--- src/verilog/icc_pkg.sv ---
/*
 Constants, register layout and reset values of the input
 capture channel control block.
 Assumes a single 100 MHz clock and a plain register port.
*/
package icc_pkg;

    // ------------------------------------------------
    // Register map (word indices on the register port)
    // ------------------------------------------------
    localparam logic [1:0]  ADDR_CTL_ONE = 2'h0;
    localparam logic [1:0]  ADDR_CTL_TWO = 2'h1;
    localparam logic [1:0]  ADDR_BUF     = 2'h2;
    localparam logic [15:0] RST_CTL_ONE  = 16'h0000;
    localparam logic [15:0] RST_CTL_TWO  = 16'h000D;

    // ------------------------------------------------
    // Field positions
    // ------------------------------------------------
    localparam int IDLE_STOP_BIT = 13;
    localparam int TSEL_LSB      = 10;
    localparam int CPI_LSB       = 5;
    localparam int OVF_BIT       = 4;
    localparam int BNE_BIT       = 3;
    localparam int MODE_LSB      = 0;
    localparam int CASC_BIT      = 8;
    localparam int SOT_BIT       = 7;
    localparam int TRIG_BIT      = 6;
    localparam int SRC_LSB       = 0;

    // ------------------------------------------------
    // Codes and counts
    // ------------------------------------------------
    localparam logic [2:0] TSEL_SYS = 3'h7;
    localparam logic [2:0] TSEL_T1  = 3'h4;
    localparam logic [2:0] TSEL_T2  = 3'h1;
    localparam logic [2:0] TSEL_T3  = 3'h0;
    localparam logic [4:0] SRC_NONE = 5'h00;
    localparam logic [3:0] PRE4_LAST  = 4'h3;
    localparam logic [3:0] PRE16_LAST = 4'hF;
    localparam int         BUF_DEPTH  = 4;
    localparam logic [15:0] CNT_MAX   = 16'hFFFF;

    typedef enum logic [2:0] {
        ICC_OFF   = 3'h0,
        ICC_BOTH  = 3'h1,
        ICC_FALL  = 3'h2,
        ICC_RISE  = 3'h3,
        ICC_PRE4  = 3'h4,
        ICC_PRE16 = 3'h5,
        ICC_UNUSED = 3'h6,
        ICC_WAKE  = 3'h7
    } icc_mode_e;

endpackage

--- src/verilog/icc_fifo.sv ---
/*
 Four-entry capture buffer for one capture channel.
 Assumes the caller never pushes while full nor pops while empty.
*/
module icc_fifo (
    input  wire logic        clk,    // System clock
    input  wire logic        rst_n,  // Synchronised reset, low
    input  wire logic        push,   // Store din
    input  wire logic [15:0] din,    // Captured value
    input  wire logic        pop,    // Drop oldest entry
    output logic      [15:0] dout,   // Oldest entry
    output logic             full,   // All entries used
    output logic             empty   // No entry held
);

    // ------------------------------------------------
    // State
    // ------------------------------------------------
    typedef struct packed {
        logic [icc_pkg::BUF_DEPTH-1:0][15:0] mem; // Entries
        logic [1:0] wp;                           // Write pointer
        logic [1:0] rp;                           // Read pointer
        logic [2:0] cnt;                          // Fill level
    } icc_fifo_s;

    icc_fifo_s st;
    icc_fifo_s next_st;

    assign dout  = st.mem[st.rp];
    assign full  = (st.cnt == 3'(icc_pkg::BUF_DEPTH));
    assign empty = (st.cnt == 3'h0);

    // Pointer and level update
    always_comb begin
        next_st = st;
        if (push) begin
            next_st.mem[st.wp] = din;
            next_st.wp         = st.wp + 2'h1;
        end
        if (pop) begin
            next_st.rp = st.rp + 2'h1;
        end
        next_st.cnt = st.cnt + 3'(push) - 3'(pop);
    end

    // State register
    always_ff @(posedge clk or negedge rst_n) begin
        if (!rst_n) begin
            st <= '0;
        end else begin
            st <= next_st;
        end
    end

endmodule // icc_fifo

--- src/verilog/icc_top.sv ---
/*
 Input capture channel: control registers, time base counter,
 edge detection, capture buffer and interrupt event.
 Assumes inputs are synchronous to ref_clk; timer ticks and
 source events are one-cycle pulses from neighbouring blocks.
*/
module icc_top #(
    parameter bit ODD_CHANNEL = 1'b1 // Low half when cascaded
) (
    input  wire logic        ref_clk,      // 100 MHz clock
    input  wire logic        arst_n,       // Async reset, low
    input  wire logic [1:0]  addr,         // Register index
    input  wire logic [15:0] wr_data,      // Write data
    input  wire logic        wr_stb,       // Write strobe
    input  wire logic        rd_stb,       // Read strobe
    output logic      [15:0] rd_data,      // Read data, next cycle
    input  wire logic        cap_pin,      // Capture input pin
    input  wire logic        idle_mode,    // Processor in Idle
    input  wire logic        sleep_mode,   // Processor in Sleep
    input  wire logic        t1_tick,      // Timer 1 clock enable
    input  wire logic        t2_tick,      // Timer 2 clock enable
    input  wire logic        t3_tick,      // Timer 3 clock enable
    input  wire logic [31:0] src_evt,      // Events by source code
    input  wire logic        casc_wrap_in, // Partner low wrap
    input  wire logic        casc_cap_in,  // Partner capture
    output logic             casc_wrap_out,// Low counter wraps
    output logic             casc_cap_out, // Capture taken
    output logic             capture_irq   // Interrupt event pulse
);

    // ------------------------------------------------
    // Reset release
    // ------------------------------------------------
    logic [1:0] rst_q; // Release synchroniser
    logic       rst_n; // Synchronised reset

    // Two flops so reset leaves on a clean edge
    always_ff @(posedge ref_clk or negedge arst_n) begin
        if (!arst_n) begin
            rst_q <= 2'b00;
        end else begin
            rst_q <= {rst_q[0], 1'b1};
        end
    end
    assign rst_n = rst_q[1];

    // ------------------------------------------------
    // State
    // ------------------------------------------------
    typedef struct packed {
        logic        idle_stop; // Halt in Idle
        logic [2:0]  tsel;      // Time base select
        logic [1:0]  cpi;       // Captures per interrupt
        logic        ovf;       // Overflow flag
        logic [2:0]  mode;      // Capture mode
        logic        casc;      // Cascade enable
        logic        sot;       // Trigger (1) or sync (0)
        logic        trig;      // Trigger status
        logic [4:0]  src;       // Source select
        logic [15:0] cnt;       // Capture counter
        logic        pin_q;     // Pin, last cycle
        logic [3:0]  pre;       // Prescaler edge count
        logic [1:0]  icnt;      // Captures since interrupt
        logic        div;       // System clock divider
        logic [15:0] rdata;     // Read data
        logic        irq;       // Interrupt pulse
        logic [2:0]  lvl;       // Buffer level mirror
    } icc_top_s;

    icc_top_s st;
    icc_top_s next_st;

    // ------------------------------------------------
    // Buffer
    // ------------------------------------------------
    logic        push;    // Capture stored
    logic        pop;     // Buffer read
    logic [15:0] buf_out; // Oldest value
    logic        full;    // Buffer full
    logic        empty;   // Buffer empty

    icc_fifo u_fifo (
        .clk   (ref_clk),
        .rst_n (rst_n),
        .push  (push),
        .din   (st.cnt),
        .pop   (pop),
        .dout  (buf_out),
        .full  (full),
        .empty (empty)
    );

    // ------------------------------------------------
    // Combinational helpers
    // ------------------------------------------------
    logic        tb_tick;  // Selected time base edge
    logic        step;     // Counter advances
    logic        active;   // Channel counting/capturing
    logic        src_hit;  // Selected source fired
    logic        run;      // Time base released
    logic        clr;      // Sync reset of counter
    logic        rise;     // Pin rising edge
    logic        fall;     // Pin falling edge
    logic        cap_evt;  // Capture event
    logic        lo_half;  // Channel counts from own base
    logic        wr_one;   // Write to first register
    logic        wr_two;   // Write to second register
    logic [15:0] ctl_one;  // First register read view
    logic [15:0] ctl_two;  // Second register read view

    assign lo_half = ODD_CHANNEL || !st.casc;
    assign rise    = cap_pin && !st.pin_q;
    assign fall    = !cap_pin && st.pin_q;
    assign wr_one  = wr_stb && (addr == icc_pkg::ADDR_CTL_ONE);
    assign wr_two  = wr_stb && (addr == icc_pkg::ADDR_CTL_TWO);
    assign pop     = rd_stb && (addr == icc_pkg::ADDR_BUF) && !empty;
    assign push    = cap_evt && !full;

    // Register views; unimplemented bits stay zero
    assign ctl_one = {2'b00, st.idle_stop, st.tsel, 3'b000, st.cpi,
                      st.ovf, !empty, st.mode};
    assign ctl_two = {7'h00, st.casc, st.sot, st.trig, 1'b0, st.src};

    // Time base source; reserved codes give no edge
    always_comb begin
        case (st.tsel)
            icc_pkg::TSEL_SYS: tb_tick = st.div;
            icc_pkg::TSEL_T1:  tb_tick = t1_tick;
            icc_pkg::TSEL_T2:  tb_tick = t2_tick;
            icc_pkg::TSEL_T3:  tb_tick = t3_tick;
            default:           tb_tick = 1'b0;
        endcase
    end

    // Channel gating: off, unused and wake modes do not count
    always_comb begin
        case (icc_pkg::icc_mode_e'(st.mode))
            icc_pkg::ICC_BOTH,
            icc_pkg::ICC_FALL,
            icc_pkg::ICC_RISE,
            icc_pkg::ICC_PRE4,
            icc_pkg::ICC_PRE16: active = 1'b1;
            default:            active = 1'b0;
        endcase
        if (st.idle_stop && idle_mode) begin
            active = 1'b0;
        end
    end

    // Source vector is indexed by code; software keeps 24-28
    // as triggers and avoids its own interrupt
    assign src_hit = (st.src != icc_pkg::SRC_NONE) && src_evt[st.src];
    assign run     = !st.sot || st.trig;
    assign clr     = !st.sot && src_hit;
    assign step    = lo_half ? tb_tick : casc_wrap_in;
    assign casc_wrap_out = active && run && !clr && step &&
                           (st.cnt == icc_pkg::CNT_MAX);

    // Edge selection per mode; high half follows partner
    always_comb begin
        case (icc_pkg::icc_mode_e'(st.mode))
            icc_pkg::ICC_BOTH:  cap_evt = rise || fall;
            icc_pkg::ICC_FALL:  cap_evt = fall;
            icc_pkg::ICC_RISE:  cap_evt = rise;
            icc_pkg::ICC_PRE4:  cap_evt = rise && (st.pre[1:0] == icc_pkg::PRE4_LAST[1:0]);
            icc_pkg::ICC_PRE16: cap_evt = rise && (st.pre == icc_pkg::PRE16_LAST);
            default:            cap_evt = 1'b0;
        endcase
        if (!lo_half) begin
            cap_evt = casc_cap_in;
        end
        cap_evt = cap_evt && active;
    end
    assign casc_cap_out = cap_evt;

    // ------------------------------------------------
    // Next state
    // ------------------------------------------------
    always_comb begin
        next_st       = st;
        next_st.pin_q = cap_pin;
        next_st.div   = !st.div;
        next_st.irq   = 1'b0;
        next_st.rdata = 16'h0000;

        // Software writes; overflow and buffer status bits are not writable, trigger status is
        if (wr_one) begin
            next_st.idle_stop = wr_data[icc_pkg::IDLE_STOP_BIT];
            next_st.tsel      = wr_data[icc_pkg::TSEL_LSB +: 3];
            next_st.cpi       = wr_data[icc_pkg::CPI_LSB +: 2];
            next_st.mode      = wr_data[icc_pkg::MODE_LSB +: 3];
        end
        if (wr_two) begin
            next_st.casc = wr_data[icc_pkg::CASC_BIT];
            next_st.sot  = wr_data[icc_pkg::SOT_BIT];
            next_st.trig = wr_data[icc_pkg::TRIG_BIT];
            next_st.src  = wr_data[icc_pkg::SRC_LSB +: 5];
        end

        // Hardware trigger wins over a software clear
        if (st.sot && src_hit) begin
            next_st.trig = 1'b1;
        end

        // Counter: held clear, sync reset, or counting
        if (!active || !run) begin
            next_st.cnt = 16'h0000;
        end else if (clr) begin
            next_st.cnt = 16'h0000;
        end else if (step) begin
            next_st.cnt = st.cnt + 16'h0001;
        end

        // Prescaler counts rising edges only in its modes
        if (!active || st.mode < icc_pkg::ICC_PRE4) begin
            next_st.pre = 4'h0;
        end else if (rise) begin
            next_st.pre = (st.mode == icc_pkg::ICC_PRE4 &&
                           st.pre[1:0] == icc_pkg::PRE4_LAST[1:0]) ?
                          4'h0 : st.pre + 4'h1;
        end

        // Interrupt pacing
        if (!active) begin
            next_st.icnt = 2'h0;
        end
        if (cap_evt) begin
            if (st.mode == icc_pkg::ICC_BOTH || st.icnt == st.cpi) begin
                next_st.irq  = 1'b1;
                next_st.icnt = 2'h0;
            end else begin
                next_st.icnt = st.icnt + 2'h1;
            end
        end
        if (st.mode == icc_pkg::ICC_WAKE && rise && (sleep_mode || idle_mode)) begin
            next_st.irq = 1'b1;
        end

        // Level mirror: the buffer has no count port, and the
        // overflow flag must know when the last entry leaves
        next_st.lvl = st.lvl + 3'(push) - 3'(pop);

        // Overflow clears once the buffer is read empty; a new
        // overflow in the same cycle wins
        if (pop && st.ovf == 1'b1 && st.lvl == 3'h1 && !push) begin
            next_st.ovf = 1'b0;
        end
        if (cap_evt && full) begin
            next_st.ovf = 1'b1;
        end

        // Read data path
        if (rd_stb) begin
            case (addr)
                icc_pkg::ADDR_CTL_ONE: next_st.rdata = ctl_one;
                icc_pkg::ADDR_CTL_TWO: next_st.rdata = ctl_two;
                icc_pkg::ADDR_BUF:     next_st.rdata = empty ? 16'h0000 : buf_out;
                default:               next_st.rdata = 16'h0000;
            endcase
        end
    end

    // State register; reset values of the two controls
    always_ff @(posedge ref_clk or negedge rst_n) begin
        if (!rst_n) begin
            st           <= '0;
            st.src       <= icc_pkg::RST_CTL_TWO[4:0];
            st.sot       <= icc_pkg::RST_CTL_TWO[icc_pkg::SOT_BIT];
            st.casc      <= icc_pkg::RST_CTL_TWO[icc_pkg::CASC_BIT];
            st.idle_stop <= icc_pkg::RST_CTL_ONE[icc_pkg::IDLE_STOP_BIT];
        end else begin
            st <= next_st;
        end
    end

    assign rd_data     = st.rdata;
    assign capture_irq = st.irq;
endmodule // icc_top
--- config.mk ---
export PLATFORM = sky130hd
export DESIGN_NAME = icc_top
export DESIGN_NICKNAME = d
export VERILOG_FILES = /design/src/verilog/icc_pkg.sv /design/src/verilog/icc_fifo.sv /design/src/verilog/icc_top.sv
export SDC_FILE = /design/constraint.sdc
export NUM_CORES = 1
export LEC_CHECK = 0
export BUFFER_PORTS_ARGS = -buffer_cell sky130_fd_sc_hd__buf_2
export CAP_MARGIN = 20
export CORE_UTILIZATION = 55
export DETAILED_ROUTE_END_ITERATION = 8
export PLACE_DENSITY = 0.76
export SKIP_LAST_GASP = 1
export SYNTH_ARGS = -nofsm -noshare
export SYNTH_HDL_FRONTEND = slang
export SYNTH_SLANG_ARGS = --single-unit
--- constraint.sdc ---
create_clock -name ref_clk -period 4.6 [get_ports ref_clk]
set_input_delay 0.92 -clock ref_clk [delete_from_list [all_inputs] [get_ports ref_clk]]
set_output_delay 0.92 -clock ref_clk [all_outputs]
set_load 0.01 [all_outputs]
== After elaboration in Yosys (flattened, before gate mapping) ==
Cells that the tools add are included.

* Register bits: 135
* Input port bits: 62
* Logic and storage cells: 138

* $add $sub $neg: 9
* Order comparisons: 5
* Eq/ne operators: 18
* Muxes and demuxes: 30
* Reduce and logical (&&, ||, !) cells: 51

{| class="wikitable"
|+ Operators by type and width
! operator !! number
|-
| 16-bit two-way mux || 7
|-
| 64-bit bitwise mux || 1
|-
| 16-bit case mux with 3 select lines || 1
|-
| 16-bit binary-select mux with 2-bit select || 1
|-
| 16-bit demux with 2-bit select || 1
|-
| 1-bit logical AND || 26
|-
| 3-bit == test (second input constant) || 6
|-
| 16-bit by 1-bit adder with 16-bit output (second input constant) || 1
|-
| 16-bit == test (second input constant) || 1
|-
| 4-bit two-way mux || 3
|-
| 1-bit zero test || 10
|-
| 3-bit by 1-bit == test with 1-bit output (second input constant) || 3
|-
| 1-bit two-way mux || 9
|-
| 2-bit by 1-bit adder with 2-bit output (second input constant) || 3
|-
| 3-bit by 1-bit adder with 3-bit output || 2
|-
| 3-bit by 2-bit == test with 1-bit output (second input constant) || 2
|-
| 3-bit zero test || 2
|-
| 1-bit logical OR || 6
|-
| 2-bit by 3-bit < comparator with 1-bit output (second input constant) || 2
|-
| 5-bit by 6-bit < comparator with 1-bit output (second input constant) || 1
|-
| 2-bit two-way mux || 3
|-
| 6-bit two-way mux || 1
|-
| 2-bit nonzero test || 3
|-
| 3-bit by 1-bit subtractor with 3-bit output || 2
|-
| other kinds (15) || 16
|}

== Logic depth before layout (Yosys ltp) ==
* Depth in word-level cells: 10
* Depth in mapped cells: 15

== By module ==
Synthesis repeated with hierarchy kept, for this count alone.

* Cell total of the unflattened synthesis: 544
* Area, all modules: 6959.2 µm²

{| class="wikitable"
|+ By module, submodules not included
! module !! instances !! cells an instance !! area each (µm²) !! sequential area each (µm²)
|-
| icc_top || 1 || 357 || 3595.9 || 1605.3
|-
| icc_fifo || 1 || 187 || 3363.2 || 1776.7
|}

== Worst setup path after synthesis ==
OpenSTA, ideal clock, no wires.

* Path kind: in2reg
* Start: input cap_pin
* End: register st[2] (netlist name)
* Library setup time: 123 ps
* Data arrival time: 3155 ps
* Setup slack: 1323 ps
* Stages: 13
* Path buffers: 1
* Cells stage by stage: ha_1 -> buf_2 -> nand2_1 -> o32a_4 -> nor3_4 -> inv_1 -> ha_1 -> inv_1 -> ha_1 -> inv_1 -> fa_1 -> xnor2_1 -> xnor2_1

{| class="wikitable"
|+ RTL lines
! what !! RTL line !! source
|-
| from (decl) || icc_top.sv:17 || <nowiki>input wire logic cap_pin,</nowiki>
|-
| to (signal assigned) || icc_top.sv:272 || <nowiki>st <= next_st;</nowiki>
|-
| to (decl) || icc_top.sv:70 || <nowiki>icc_top_s st;</nowiki>
|}

== Final worst setup path ==
* Start: register st, in the netlist ctl_two[0]
* End: output casc_wrap_out

* Cells in the longest elaborated chain, start to end: 8
* Elaborated cells between the ends (all ways): 9
* Classes of those cells: 2 x mux; 7 x reduce/logical

{| class="wikitable"
|+ RTL lines
! what !! RTL line !! source
|-
| 1-bit binary-select mux with 5-bit select || icc_top.sv:152 || <nowiki>assign src_hit = (st.src != icc_pkg::SRC_NONE) && src_evt[st.src];</nowiki>
|-
| 1-bit two-way mux (implied by the code) || icc_top.sv:152 ||
|-
| 1-bit logical AND * || icc_top.sv:152 ||
|-
| 1-bit logical AND * || icc_top.sv:154 || <nowiki>assign clr = !st.sot && src_hit;</nowiki>
|-
| 1-bit zero test * || icc_top.sv:156 || <nowiki>assign casc_wrap_out = active && run && !clr && step &&</nowiki>
|-
| 1-bit logical AND * (3 in a row) || icc_top.sv:156 ||
|-
| to (decl) || icc_top.sv:26 || <nowiki>output logic casc_wrap_out,</nowiki>
|}

Mark *: on every way between the ends. The rest lies on a longest branch, timed or not. The select of a mux whose other input is x is not followed.

==> impl_metrics.tcl <==
set metrics [dict create \
    fmax_mhz 275 \
    slew_viol_final 0 \
    tns_ps 0 \
    synth.cell_area_sq_mm 0.00689 \
    synthTopCellsByArea "dfrtp_1 (48%), mux2_4 (8.7%), mux2_2 (5.6%)" \
    status "complete, no violations" \
    drc 0 \
    cts_setup_buffers 0 \
    synth_edf_count 0 \
    ir_drop_uv 277 \
    ys_warn_count 0 \
    r2r_slack_ps 1580 \
    first_global_vias 4388 \
    power_density_mw_per_mm2 442 \
    synth.most_common_cell "dfrtp_1" \
    yosys.cell_types.count 51 \
    via_per_inst 5.57 \
    numCtsBuffers 17 \
    leakagePower_nw 3.83 \
    worstPathMaxFanout 19 \
    setup.worst_path.class "register to output port" \
    syn_inst 536 \
    fp.dieH_um 114 \
    arrival_ps 2720 \
    slew_headroom_pct 41.4 \
    cts_buffer_depth 2 \
    antennaDiodeCount 0 \
    cts_tree "yes" \
    cp-start-kind "register" \
    synth_seq_cells 135 \
    nets 672 \
    clkTransAtPathRegs_ps 50 \
    fin_skew_ps 13.2 \
    drt-initial-drc-count 348 \
    hold_class "input pin to asynchronous set/reset pin" \
    syn-num-nets 612 \
    die_x_um 114 \
    endpoint_kind "output port" \
    ys_seq_area_share_pct 49.1 \
    dr.pass1.iters 4 \
    routabilityCongestion 0.830 \
    grt.overflow.total 0 \
    hold_violations 0 \
    rows 40 \
    dp.final_hpwl_um 9590 \
    maxCapViolCount 0 \
    r2r-start "st[27]" \
    grt_pass1_wl_um 22700 \
    ant_nets 0 \
    fin_util_pct 64.5 \
    yosys-top-cells-count "dfrtp_1 (132), mux2_4 (40), mux2_2 (34)" \
    antenna_found_initial 0 \
    die_area_sq_mm 0.0130 \
    cts_resized 0 \
    drt_wl_total_um 14200 \
    htree_levels 4 \
    via_count 4323 \
    ios 81 \
    area_growth_pct 13.3 \
    yosysTopAreaCell "dfrtp_1" \
    cts-root-buf "clkbuf_16" \
    postCtsHoldBufs 0 \
    synth_ff_type "dfrtp_1" \
    clock-sinks 135 \
    yosys.area.top_type_share_pct 47.9 \
    synth.avg_cell_area_sq_um 12.9 \
    tightest_slew_ps 879 \
    start_util_pct 56.9 \
    ff2ff_path_depth 13 \
    ys_async_sr_fraction_pct 100 \
    rr_endpoint "st[2]" \
    track_usage_pct 23.5 \
    port-buffer-count 75 \
    grt_max_degree 48 \
    core_sq_mm 0.0121 \
    drive_gt1_share_pct 34.7 \
    setup_viol 0 \
    rsz0062_at_grt "false" \
    finalCriticalPeriod_ps 3640 \
    clock_latency_ps 420 \
    crit_required_ps 3680 \
    finalCritPeriodShare_pct 79.1 \
    drt-wirelength-per-cell_um 18.2 \
]
[per-layer routing]
layer	vias up	track usage [%]	wire length (um)
met1	2178	30.0	6150
met3	27	5.47	657
met5	-	0	0
met2	131	38.5	7090
li1	1987	-	-
met4	0	10.5	259
[stage by stage]
step / power (mW) / setup slack [ps] / instance area (sq um) / cells / hold WS (ps)
3_5_place_dp: 2.12 / 920 / 7220 / 745 / 338
5_1_grt: 3.62 / 792 / 7810 / 776 / 260
3_3_place_gp: 2.08 / 1020 / 7220 / 745 / 330
6_report: 3.45 / 963 / 7810 / 776 / 274
2_1_floorplan: 1.95 / 565 / 6890 / 536 / 331
4_1_cts: 3.49 / 940 / 7810 / 776 / 262
[cell families (layout without fill, tap and decap cells)]
| family | count (synthesis) | after routing | share of synthesized area [%] |
|---|---|---|---|
| and+or+nand+nor | 138 | 138 | 10.7 |
| DFF | 135 | 135 | 49.1 |
| muxes | 123 | 123 | 24.4 |
| buffers and inverters | 60 | 132 | 5.81 |
| AOI/OAI and AO/OA | 41 | 41 | 4.10 |
| xor gates and xnor gates | 24 | 24 | 3.05 |
| adders and majority gates | 14 | 14 | 2.76 |
| other | 1 | 1 | 0.0544 |
[critical path, cell delays in order, from the launching register on]
cell and delay (ps):
dfstp_2 840, mux2i_1 150, a211oi_1 250, nand2_1 90, o31ai_1 320, o31a_1 190
buf_4 230, nor2_1 80, buf_2 140
[layout by cell type, fill, tap and decap left out, types with 15 or more instances in the layout]
master	synthesis	final
a21oi_1	15	15
buf_2	7	75
clkbuf_16	0	17
dfrtp_1	132	131
inv_1	15	15
mux2_2	34	34
mux2_4	40	40
mux2i_1	26	26
mux4_2	16	16
nand2_1	32	32
nor2_1	33	33
xor2_1	15	15
[registers in the layout, summed over array words and instances, names as in the netlist]
register	cells
rst_q	2
ctl_two	8
u_fifo.st	71
capture_irq	1
ctl_one	10
st	27
rd_data	16
[cell type report]
cell class | count | area [sq um]
Clock buffer | 23 | 468
Inverter | 15 | 56.3
Timing Repair Buffer | 86 | 458
Clock inverter | 8 | 123
Tap cell | 168 | 210
Fill cell | 917 | 4300
Sequential cell | 135 | 3390
Multi-Input combinational cell | 341 | 3110
[power by group]
| part | total (mW) | leakage [nW] | switching, mW | internal, mW |
|---|---|---|---|---|
| Clock | 1.36 | 0.291 | 0.483 | 0.876 |
| Combinational | 0.629 | 1.73 | 0.322 | 0.306 |
| Sequential | 1.47 | 1.81 | 0.159 | 1.31 |
[how the worst max path moves through the flow]
| stage | from | to | slack (ps) | cells past startpoint |
|---|---|---|---|---|
| 3_5_place_dp | cap_pin | st[2] | 920 | 13 |
| 5_1_grt | ctl_two[0] | casc_wrap_out | 790 | 8 |
| 3_3_place_gp | cap_pin | st[2] | 1020 | 13 |
| 2_1_floorplan | rst_q[1] | capture_irq | 570 | 0 |
| 6_report | ctl_two[0] | casc_wrap_out | 960 | 8 |
| 4_1_cts | ctl_two[0] | casc_wrap_out | 940 | 8 |
Note: power is estimated with default switching activity, not from simulation.
